`config.mk`:
```
export PLATFORM = sky130hd
export DESIGN_NAME = smc_regs
export DESIGN_NICKNAME = d
export VERILOG_FILES = /design/src/smc_pkg.sv /design/src/smc_regs.sv
export SDC_FILE = /design/constraint.sdc
export NUM_CORES = 1
export LEC_CHECK = 0
export ABC_AREA = 0
export BUFFER_PORTS_ARGS = -buffer_cell sky130_fd_sc_hd__buf_2
export CAP_MARGIN = 20
export CORE_ASPECT_RATIO = 1.2
export CORE_MARGIN = 4
export CORE_UTILIZATION = 56
export DETAILED_ROUTE_END_ITERATION = 10
export PLACE_DENSITY = 0.88
export SLEW_MARGIN = 20
export SYNTH_ARGS = -nofsm -noshare
export SYNTH_HDL_FRONTEND = slang
export SYNTH_SLANG_ARGS = --single-unit
```
`constraint.sdc`:
```
create_clock -name pclk -period 6.1 [get_ports pclk]
set_input_delay 0.915 -clock pclk [delete_from_list [all_inputs] [get_ports pclk]]
set_output_delay 0.915 -clock pclk [all_outputs]
set_load 0.02 [all_outputs]
```
`src/smc_pkg.sv`:
```
// Purpose: Shared constants and types for the switch miscellaneous control bank.
// Assumes: APB with 32-bit data, one aligned word per 8-bit register.
// Notes: Register indices are byte offsets of the bank; bus address is four times them.
`default_nettype none
package smc_pkg;
    // Register indices and their APB byte addresses.
    localparam logic [7:0] IDX_TAG_INSERT = 8'hc2;
    localparam logic [7:0] IDX_PWR_IND = 8'hc3;
    localparam logic [7:0] IDX_SLEEP = 8'hc4;
    localparam logic [7:0] IDX_INVLAN = 8'hc6;
    localparam int ADDR_W = 12;
    localparam logic [11:0] ADDR_TAG_INSERT = {2'h0, IDX_TAG_INSERT, 2'h0};
    localparam logic [11:0] ADDR_PWR_IND = {2'h0, IDX_PWR_IND, 2'h0};
    localparam logic [11:0] ADDR_SLEEP = {2'h0, IDX_SLEEP, 2'h0};
    localparam logic [11:0] ADDR_INVLAN = {2'h0, IDX_INVLAN, 2'h0};

    // Writable masks; all other bits are reserved and read zero.
    localparam logic [7:0] MASK_TAG_INSERT = 8'h3f;
    localparam logic [7:0] MASK_PWR_IND = 8'hff;
    localparam logic [7:0] MASK_SLEEP = 8'hff;
    localparam logic [7:0] MASK_INVLAN = 8'h7f;

    // Reset values.
    localparam logic [7:0] RST_TAG_INSERT = 8'h00;
    localparam logic [7:0] RST_PWR_IND = 8'h00;
    localparam logic [7:0] RST_SLEEP = 8'h50;
    localparam logic [7:0] RST_INVLAN = 8'h00;

    // Field positions in the power and indicator register.
    localparam int POS_HOST_CLK_PD = 7;
    localparam int POS_CORE_CLK_PD = 6;
    localparam int POS_IND_MODE = 4;
    localparam int POS_IND_DEBUG = 3;
    localparam int POS_PLL_PD = 2;
    localparam int POS_PWR_MODE = 0;
    // Field position of the invalid VLAN forward map.
    localparam int POS_INVLAN_MAP = 4;

    // Sleep delay unit.
    localparam int CLK_PERIOD_NS = 5;
    localparam int SLEEP_UNIT_MS = 20;
    localparam int SLEEP_UNIT_CYC = SLEEP_UNIT_MS * 1000000 / CLK_PERIOD_NS;
    localparam int UNIT_CNT_W = 22;

    typedef enum logic [1:0] {
        SMC_PWR_NORMAL,
        SMC_PWR_ENERGY_DETECT,
        SMC_PWR_SOFT_DOWN,
        SMC_PWR_SAVING
    } smc_pwr_mode_t;

    typedef enum logic [1:0] {
        SMC_IND_LINKACT_SPEED,
        SMC_IND_LINK_ACT,
        SMC_IND_LINKACT_DUPLEX,
        SMC_IND_LINK_DUPLEX
    } smc_ind_mode_t;

    // Port status that feeds the indicator pins.
    typedef struct packed {
        logic link;
        logic activity;
        logic speed;
        logic duplex;
        logic energy_stretched;
        logic device_ready;
    } smc_port_status_t;

    // Per source/egress pair default-tag insert enables.
    typedef struct packed {
        logic src1_to_p2;
        logic src1_to_p3;
        logic src2_to_p1;
        logic src2_to_p3;
        logic src3_to_p1;
        logic src3_to_p2;
    } smc_tag_insert_t;
endpackage : smc_pkg
`default_nettype wire

```
`src/smc_regs.sv`:
```
// Purpose: APB register bank for tag insertion, power, indicator and sleep control.
// Assumes: pclk at 200 MHz, presetn asynchronous active low, status inputs synchronous.
// Notes: Zero-wait APB slave; unmapped addresses answer with pslverr and read zero.
`default_nettype none
// Behaviour
// - Bits 5 and 4 insert port 1 default tag at egress ports 2 and 3.
// - Bits 3 and 2 insert port 2 default tag at egress ports 1 and 3.
// - Bits 1 and 0 insert port 3 default tag at egress ports 1 and 2.
// - Power bit 7 enables host interface clock tree power-down, reset off.
// - Power bit 6 enables switch core clock tree power-down, reset off.
// - Indicator mode field selects link, activity, speed, duplex on the two pins.
// - Debug bit 3 drives the first pin with inverted ready and the second pin with inverted energy.
// - Power bit 2 enables PLL power-down.
// - Two-bit power mode: normal, energy detect, software down, power saving.
// - Sleep delay register resets to 0x50, which is 1.6 seconds.
// - Bits 6 to 4 give invalid VLAN forward port map, reset zero.
module smc_regs #(
    parameter int UNIT_CYC = smc_pkg::SLEEP_UNIT_CYC
) (
    input wire logic pclk,
    input wire logic presetn,
    input wire logic psel,
    input wire logic penable,
    input wire logic pwrite,
    input wire logic [smc_pkg::ADDR_W-1:0] paddr,
    input wire logic [31:0] pwdata,
    output logic [31:0] prdata,
    output logic pready,
    output logic pslverr,
    input wire smc_pkg::smc_port_status_t port_status,
    input wire logic energy_present,
    output smc_pkg::smc_tag_insert_t tag_insert_en,
    output logic host_clk_pd_en,
    output logic core_clk_pd_en,
    output logic pll_pd_en,
    output smc_pkg::smc_pwr_mode_t pwr_mode,
    output logic low_power_req,
    output logic [2:0] invalid_vlan_fwd_map,
    output logic first_indicator_pin,
    output logic second_indicator_pin
);
    logic [7:0] tag_q;
    logic [7:0] pwr_q;
    logic [7:0] sleep_q;
    logic [7:0] invlan_q;
    logic [31:0] rdata_q;
    logic ready_q;
    logic err_q;
    logic [smc_pkg::UNIT_CNT_W-1:0] tick_q;
    logic [smc_pkg::UNIT_CNT_W-1:0] tick_d;
    logic [7:0] units_q;
    logic [7:0] units_d;
    logic lowp_q;
    logic ind0_q;
    logic ind1_q;

    // Address decode and phase qualification.
    wire setup = psel && !penable;
    wire wr_en = psel && penable && pready && pwrite;
    wire hit_tag = paddr == smc_pkg::ADDR_TAG_INSERT;
    wire hit_pwr = paddr == smc_pkg::ADDR_PWR_IND;
    wire hit_sleep = paddr == smc_pkg::ADDR_SLEEP;
    wire hit_invlan = paddr == smc_pkg::ADDR_INVLAN;
    wire hit_any = hit_tag || hit_pwr || hit_sleep || hit_invlan;

    // Read mux; reserved bits are held at zero in the stored values.
    wire [7:0] rd_byte = hit_tag ? tag_q : hit_pwr ? pwr_q : hit_sleep ? sleep_q :
                         hit_invlan ? invlan_q : 8'h00;

    // Masked write data keeps reserved bits at zero.
    wire [7:0] wtag = pwdata[7:0] & smc_pkg::MASK_TAG_INSERT;
    wire [7:0] wpwr = pwdata[7:0] & smc_pkg::MASK_PWR_IND;
    wire [7:0] wsleep = pwdata[7:0] & smc_pkg::MASK_SLEEP;
    wire [7:0] winvlan = pwdata[7:0] & smc_pkg::MASK_INVLAN;

    // Field views of the power and indicator register.
    wire [1:0] ind_mode = pwr_q[smc_pkg::POS_IND_MODE +: 2];
    wire ind_debug = pwr_q[smc_pkg::POS_IND_DEBUG];
    wire [1:0] mode_bits = pwr_q[smc_pkg::POS_PWR_MODE +: 2];
    wire energy_detect_mode = mode_bits == 2'(smc_pkg::SMC_PWR_ENERGY_DETECT);

    // APB answer: ready one cycle after setup, so every access has zero wait states.
    // Read data is captured in the setup cycle, after any write that landed before it.
    always_ff @(posedge pclk or negedge presetn) begin
        if (!presetn) begin
            ready_q <= 1'b0;
            err_q <= 1'b0;
            rdata_q <= 32'h0000_0000;
        end else begin
            ready_q <= setup;
            err_q <= setup && !hit_any;
            rdata_q <= setup ? {24'h00_0000, rd_byte} : 32'h0000_0000;
        end
    end

    // Register storage; writes land at the access edge with pready high.
    // Masking at the write keeps reserved bits zero without gating the read path.
    always_ff @(posedge pclk or negedge presetn) begin
        if (!presetn) begin
            tag_q <= smc_pkg::RST_TAG_INSERT;
            pwr_q <= smc_pkg::RST_PWR_IND;
            sleep_q <= smc_pkg::RST_SLEEP;
            invlan_q <= smc_pkg::RST_INVLAN;
        end else if (wr_en) begin
            if (hit_tag) tag_q <= wtag;
            if (hit_pwr) pwr_q <= wpwr;
            if (hit_sleep) sleep_q <= wsleep;
            if (hit_invlan) invlan_q <= winvlan;
        end
    end

    // No-energy timer: counts 20 ms units while idle, any energy restarts it.
    // The unit count saturates so that a long quiet spell never wraps back to awake.
    // Leaving energy detect mode clears both counters, so a later return starts afresh.
    wire idle = energy_detect_mode && !energy_present;
    wire unit_done = tick_q == smc_pkg::UNIT_CNT_W'(UNIT_CYC - 1);
    always_comb begin
        tick_d = unit_done ? '0 : tick_q + 1'b1;
        units_d = (unit_done && units_q != 8'hff) ? units_q + 8'h01 : units_q;
        if (!idle) begin
            tick_d = '0;
            units_d = 8'h00;
        end
    end
    always_ff @(posedge pclk or negedge presetn) begin
        if (!presetn) begin
            tick_q <= '0;
            units_q <= 8'h00;
            lowp_q <= 1'b0;
        end else begin
            tick_q <= tick_d;
            units_q <= units_d;
            lowp_q <= idle && units_q >= sleep_q;
        end
    end

    // Indicator pin selection per mode, or the inverted debug signals.
    logic ind0_d;
    logic ind1_d;
    always_comb begin
        ind0_d = port_status.link;
        ind1_d = port_status.duplex;
        unique case (smc_pkg::smc_ind_mode_t'(ind_mode))
            smc_pkg::SMC_IND_LINKACT_SPEED: begin
                ind0_d = port_status.link && port_status.activity;
                ind1_d = port_status.speed;
            end
            smc_pkg::SMC_IND_LINK_ACT: begin
                ind0_d = port_status.link;
                ind1_d = port_status.activity;
            end
            smc_pkg::SMC_IND_LINKACT_DUPLEX: begin
                ind0_d = port_status.link && port_status.activity;
                ind1_d = port_status.duplex;
            end
            smc_pkg::SMC_IND_LINK_DUPLEX: begin
                ind0_d = port_status.link;
                ind1_d = port_status.duplex;
            end
        endcase
        if (ind_debug) begin
            ind0_d = !port_status.device_ready;
            ind1_d = !port_status.energy_stretched;
        end
    end
    always_ff @(posedge pclk or negedge presetn) begin
        if (!presetn) begin
            ind0_q <= 1'b0;
            ind1_q <= 1'b0;
        end else begin
            ind0_q <= ind0_d;
            ind1_q <= ind1_d;
        end
    end

    // Outputs straight from the registers.
    assign prdata = rdata_q;
    assign pready = ready_q;
    assign pslverr = err_q;
    assign tag_insert_en = smc_pkg::smc_tag_insert_t'(tag_q[5:0]);
    assign host_clk_pd_en = pwr_q[smc_pkg::POS_HOST_CLK_PD];
    assign core_clk_pd_en = pwr_q[smc_pkg::POS_CORE_CLK_PD];
    assign pll_pd_en = pwr_q[smc_pkg::POS_PLL_PD];
    assign pwr_mode = smc_pkg::smc_pwr_mode_t'(mode_bits);
    assign low_power_req = lowp_q;
    assign invalid_vlan_fwd_map = invlan_q[smc_pkg::POS_INVLAN_MAP +: 3];
    assign first_indicator_pin = ind0_q;
    assign second_indicator_pin = ind1_q;

    // Helper for the sleep check: consecutive quiet cycles seen in energy detect mode.
    // It saturates rather than wraps, so a very long quiet spell cannot look short.
    logic [31:0] quiet_q;
    always_ff @(posedge pclk or negedge presetn) begin
        if (!presetn) begin
            quiet_q <= 32'h0000_0000;
        end else if (!idle) begin
            quiet_q <= 32'h0000_0000;
        end else if (quiet_q != 32'hffff_ffff) begin
            quiet_q <= quiet_q + 32'h0000_0001;
        end
    end
endmodule : smc_regs
`default_nettype wire
```
==> impl_results.md, run 1 <==
* Tmin final at around 2500 ps
* R2r endpoint: tick_q[4]$_DFF_PN0_
* Initial antenna violation count at 0
* Diodes inserted at 0
* Cell count after synthesis at 369
* RSZ-0062 raised after global routing: false
* Vias/cell at about 5.4
* Req. time, crit path at ~6300 ps
* Vias at approximately 2800
* Worst-Skew Late Latency at between 300 and 400 ps
* Peak VDD IR at approximately 0.12 mV
* Hold EP: invlan_q[2]$_DFFE_PN0P_
* First-pass GRT wire length at approximately 13 mm
* Worst Clk Skew at 11.75 ps
* Flops & latches, synth at roughly 70
* Library cells used by synthesis at 46
* Seq/Total Area, Yosys at 47.99%
* Leakage Power at roughly 2.0 nW
* Number of global-route vias before repair at 2828
* Final Cell Area at between 4000 and 5000 um^2
* Adder and majority gate portion of the synthesized area at between 3 and 4%
* WHS at between 500 and 600 ps
* Bufs on Longest Clock Path at 2
* Worst setup path class: input port to flip-flop
* Place WS at 3182 ps
* R2R depth at 5
* Largest area contributor in the netlist: dfrtp_1
* Reg-to-reg setup timing slack at approximately 3700 ps
* Rel. slew slack at between 40 and 50%
* CP Cell Sequence: buf_2, nor4_1, nand3b_1, nor4_4, mux2_2
* Die H at 97.76 um
* Top FF cell, synth: dfrtp_1
* Dpl cells at 498
* RePlAce Congestion at approximately 0.76
* Cell Rows at 32
* Layout cells sized above 1 at 25.17%
* Root buffer cell: clkbuf_8
* Synth top area share at 46.59%
* Simple-gate portion of the synthesized area at between 10% and 20%
* GRT Overall Usage at roughly a fifth
* Global route overflow at 0
* Number of synthesized flops with an enable pin at 0
* Drt wl/cell at about 15 um
* Main combinational cell family by area after synthesis: simple AND/OR/NAND/NOR gates
* # H-tree levels at 3
* Setup ws final at roughly 3600 ps
* IO buf count at 58
* Reg clk slew, reported paths at about 90 ps
* Status: complete, no violations
* Non-Filler Instances at slightly above 500
* Worst R2R Start: tick_q[15]$_DFF_PN0_
* # IOs at roughly 110
* Initial core utilization at between 50% and 60%
* Final number of setup-violating endpoints at 0
* Area contributors post-synth: dfrtp_1, mux2_2, buf_4, nor2_1, ha_1
* CTS buffer count at 9
* DRT Pass-1 Iters at 4
* Crit share post-route at about two fifths
* Number of post-CTS setup repair buffers at 0
* Detailed-route DRC error count at 0
* Placed cell area at 3989 um^2
* Worst Setup Start Kind: input port
* Final WL at 7.455 mm
* Nets@finish at just under 500
* PD cells at between 200 and 250 nW/um^2
* Asr flop ratio synth at 100.0%
* Post-Synthesis Cell Area at about 3800 um^2
* HP Class: flip-flop to flip-flop
* Tightest Pin Transition at between 800 and 900 ps
* Core footprint at between 6000 and 7000 um^2
* Endpoints failing hold at 0
* Synth Warn # at 0
* Worst path slowest cell: nor4_4
* Die footprint at roughly 8000 um^2
* Chip Width at about 83 um
* Hold path start: invlan_q[2]$_DFFE_PN0P_
* Multi-input gate area at 1728 um^2
* Post-layout util at between 60% and 70%
* Hpwl dp at 5.685 mm
* Synth Area in Compound Gates at under 10%
* Xor-xnor portion of the synthesized cell area at ~4.9%
* Peak fanout along the critical path at 9
* Synth-to-layout area growth at 11.01%
* DRT antenna net count at 0
* # fillers at ~520
* Max Freq at just under 400 MHz
* Clk sinks at between 70 and 80
* Multiplexer share of the synthesized area at ~7.9%
* Post-CTS Hold Fix Bufs at 0
* Final Power at between 0.8 and 0.9 mW
* CTS tree: built
* First DRT Iteration DRCs at 118
* Largest net degree at the start of global routing at 73
* Hold path cells at 1
* Setup crit end kind: flip-flop
* CP arrival at around 2800 ps
* Register area at 1804 um^2
* CTS resizes at 0
* Slowest cell delay on critical path at approximately 700 ps
* Post-route setup TNS at 0 ps
* Mapped Avg Cell Area at between 10 and 15 um^2
* Max Cap Viol at 0
* Slew Limit Fails at 0
[flip-flops by register name, indices dropped and copies added (netlist names)]
register / cells
tick_q: 22
prdata: 8
pwr_q: 8
sleep_q: 8
units_q: 8
invlan_q: 7
tag_q: 6
first_indicator_pin: 1
low_power_req: 1
pready: 1
pslverr: 1
second_indicator_pin: 1
[cell usage after synthesis (3+ instances only)]
cell type	count
inv_1	14
nor4_4	3
nand3_1	11
xnor2_1	13
nand2b_1	7
ha_1	10
a22oi_1	5
o2bb2ai_1	5
mux2_2	21
buf_4	29
nor2_1	53
o21ai_0	12
nor3_1	12
clkbuf_1	6
mux2i_1	6
nand4_1	6
dfrtp_1	70
a211oi_1	5
a21oi_1	7
nand2_1	27
xor2_1	8
or3_1	4
and3_1	3
[routing by layer]
layer	track usage, %	up-vias	part of all wire (%)
met5	0	-	0
met4	7.421	0	2.1
met3	4.641	15	4.4
met2	34.75	79	54
met1	21.76	1340	40
li1	-	1334	-
[logic make-up (layout without fill, tap and decap cells)]
group | Yosys count | count (layout)
multiplexers | 27 | 27
AND/OR/NAND/NOR | 143 | 143
other | 1 | 24
buffers and inverters | 52 | 89
AO/OA/AOI/OAI | 43 | 43
adder cells (fa/ha/maj) | 10 | 10
XOR/XNOR | 21 | 21
flip-flops | 72 | 72
[worst max-delay path by stage]
stage | start | endpoint | slack (ps) | depth (start not counted)
after CTS | paddr[1] | pwr_q[0]$_DFFE_PN0P_ | 3550 | 5
after floorplan | paddr[10] | invlan_q[0]$_DFFE_PN0P_ | 3620 | 5
after global placement | paddr[1] | pwr_q[5]$_DFFE_PN0P_ | 3300 | 5
final | paddr[1] | pwr_q[0]$_DFFE_PN0P_ | 3550 | 5
after global routing | paddr[1] | pwr_q[0]$_DFFE_PN0P_ | 3460 | 5
after detailed placement | paddr[1] | pwr_q[0]$_DFFE_PN0P_ | 3180 | 5
[where the power goes]
| group | internal (mW) | switching, mW | leakage [nW] |
|---|---|---|---|
| Sequential | 0.478 | 0.000417 | 0.963 |
| Combinational | 0.0125 | 0.0375 | 0.988 |
| Clock | 0.155 | 0.198 | 0.0888 |
| Total | 0.646 | 0.236 | 2.04 |
[layout by cell type, fill, tap and decap left out, types with 4 or more instances in the layout]
cell,synthesis,layout
a211oi_1,5,5
nor2_1,53,53
nand3_1,11,11
o2bb2ai_1,5,5
conb_1,1,24
a21oi_1,7,7
buf_2,2,58
dfrtp_1,70,70
o21ai_0,12,12
ha_1,10,10
or3_1,4,4
xor2_1,8,8
nand2_1,27,27
nand2b_1,7,7
mux2i_1,6,6
nand4_1,6,6
a22oi_1,5,5
nor3_1,12,12
xnor2_1,13,13
clkbuf_8,0,9
inv_1,14,14
mux2_2,21,21
[critical path, delay by kind of cell]
| kind | cells | cell delay (ps) |
|---|---|---|
| and+or+nand+nor | 3 | 1360 |
| muxes | 1 | 420 |
| buffers and inverters | 1 | 90 |
[area by class of cell]
cell class | instances | share of cell area, %
Clock buffer | 9 | 2.968
Timing Repair Buffer | 59 | 7.134
Clock inverter | 7 | 1.469
Tap cell | 85 | 2.548
Sequential cell | 72 | 43.23
Multi-Input combinational cell | 268 | 41.40
Inverter | 14 | 1.259
No activity file was read; power rests on OpenSTA's default activity.
==> run 2: changes to the inputs <==
Settings changed: CORE_UTILIZATION 56 to 52, PLACE_DENSITY 0.88 to 0.83.
Clock period 6.1 ns to 2.55 ns, I/O delays scaled along.
==> impl_results.md, run 2 (synthesis results as in run 1) <==
* Dpl cells at 507 (+1.8%)
* PD cells at 556.0 nW/um^2 (+160%)
* Rel. slew slack at 62.54% (+22 points)
* Clk sinks at 72 (unchanged)
* GRT Overall Usage at 18.74% (-0.47 points)
* Commonest cells after routing, fill and taps aside: dfrtp_1, buf_2, nor2_1
* Vias/cell at 5.352 (-0.62%)
* CTS resizes at 0 (unchanged)
* RSZ-0062 raised after global routing: false
* HP Class: input port to async pin
* Initial core utilization at 54.20% (-3.8 points)
* Leakage Power at 2.124 nW (+4.2%)
* Diodes inserted at 0 (unchanged)
* Post-route setup TNS at 0 ps (unchanged)
* Synth-to-layout area growth at 14.98%
* DRT antenna net count at 0 (unchanged)
* Vias at 2799 (+1.1%)
* Setup crit end kind: flip-flop
* Core footprint at 6937 um^2 (+6.9%)
* Max Freq at around 450 MHz
* Grt met3 use at 3.824% (-0.82 points)
* Largest net degree at the start of global routing at 73 (unchanged)
* Initial antenna violation count at 0 (unchanged)
* Die H at 101.2 um (+3.5%)
* Worst Setup Start Kind: flip-flop
* Tmin final at between 2000 and 2500 ps
* Hpwl dp at 5.803 mm (+2.1%)
* Slew Limit Fails at 0 (unchanged)
* Final number of setup-violating endpoints at 0 (unchanged)
* Top reg by flops: tick_q
* CTS tree: built
* Worst Clk Skew at 8.787 ps (-2.966 ps)
* Peak VDD IR at 0.3830 mV (+220%)
* First DRT Iteration DRCs at 107 (-9.3%)
* WHS at 48.45 ps (-469.3 ps)
* Tightest Pin Transition at 557.7 ps (-334.7 ps)
* Largest register FFs at 22 (unchanged)
* Chip Width at 85.63 um (+3.4%)
* IO buf count at 58 (unchanged)
* Worst setup path class: flip-flop to flip-flop
* RePlAce Congestion at 0.7793 (+2.3%)
* Post-layout util at 62.32% (-2.0 points)
* Req. time, crit path at 2780 ps (-3550 ps)
* First-pass GRT wire length at 12.97 mm (+0.16%)
* Endpoints failing hold at 0 (unchanged)
* # IOs at 107 (unchanged)
* Reg clk slew, reported paths at 80 ps (about the same)
* Nets@finish at 497 (+1.4%)
* Commonest non-fill, non-tap cell in the layout: dfrtp_1
* Peak fanout along the critical path at 5 (-4)
* Slowest cell delay on critical path at 580 ps (-120 ps)
* CTS buffer count at 9 (unchanged)
* # H-tree levels at 3 (unchanged)
* Root buffer cell: clkbuf_8
* Non-Filler Instances at 523 (+1.8%)
* Die footprint at 8661 um^2 (+7.0%)
* Max Cap Viol at 0 (unchanged)
* CP bufs+invs at 0 (-1)
* Layout cells sized above 1 at 26.38% (+1.2 points)
* Worst-Skew Late Latency at 350 ps (about the same)
* Met2 usage at 34.69% (-0.064 points)
* CP arrival at 2450 ps (-330 ps)
* CP top delay family: simple AND/OR/NAND/NOR gates
* Status: complete, no violations
* Most Used Layer, Global Route: met2
* Worst path slowest cell: or4b_4
* Drt wl/cell at 15.21 um (+4.9%)
* DRT Pass-1 Iters at 4 (unchanged)
* Bufs on Longest Clock Path at 2 (unchanged)
* Detailed-route DRC error count at 0 (unchanged)
* Number of post-CTS setup repair buffers at 0 (unchanged)
* Global route overflow at 0 (unchanged)
* Post-CTS Hold Fix Bufs at 0 (unchanged)
* Final WL at 7.956 mm (+6.7%)
* Number of global-route vias before repair at 2919 (+3.2%)
* Cell Rows at 33 (+3.1%)
* CP Cell Sequence: or4b_4, nor4_4, and3_1, a31oi_1, a41o_1
* Crit share post-route at approximately 87%
* Global Route met1 Usage at 20.78% (-0.98 points)
==> run 2: through the flow <==
stage | setup slack, ps | cell area, um^2 | total power [mW]
after floorplan | 561.1 | 3846 | 1.254
after global placement | 412.2 | 4069 | 1.287
after detailed placement | 354.3 | 4069 | 1.290
after CTS | 345.6 | 4323 | 2.407
after global routing | 218.1 | 4323 | 2.473
final | 331.7 | 4323 | 2.403
==> run 2: where the power goes <==
part	internal, mW	switching [mW]	leakage (nW)
registers	1.14	0.00103	0.963
clock network	0.702	0.433	0.126
logic	0.0323	0.0909	1.04
==> run 2: routing by layer <==
layer  up-vias  wire, um
met5         -         0
met3        13       431
met4         0       128
met2        83      4351
met1      1358      3044
li1       1345         -
==> run 2: layout make-up <==
class / instances / area, um^2
timing repair buffer: 66 / 375.4
multi-input combinational: 268 / 1728
clock buffer: 11 / 151.4
sequential: 72 / 1804
inverter: 14 / 52.55
fill: 551 / 2614
clock inverter: 5 / 102.6
tap: 87 / 108.9
==> run 2: path summary, 6_finish.rpt <==
path,startpoint,endpoint,slack [ps],cells past startpoint
min in group pclk,port_status[0],first_indicator_pin$_DFF_PN0_,210,2
worst max register to register,tick_q[14]$_DFF_PN0_,units_q[5]$_DFFE_PN0P_,330,5
worst min-delay path,presetn,pslverr$_DFF_PN0_,50,2
worst min register to register,tick_q[0]$_DFF_PN0_,tick_q[0]$_DFF_PN0_,520,1
worst max-delay path,tick_q[14]$_DFF_PN0_,units_q[5]$_DFFE_PN0P_,330,5
max in group asynchronous,presetn,sleep_q[6]$_DFFE_PN1P_,2160,2
==> run 2: worst register-to-register path, cell delays in order, from the launching register on <==
cell,delay (ps)
dfrtp_1,450
or4b_4,580
nor4_4,400
and3_1,350
a31oi_1,120
a41o_1,210
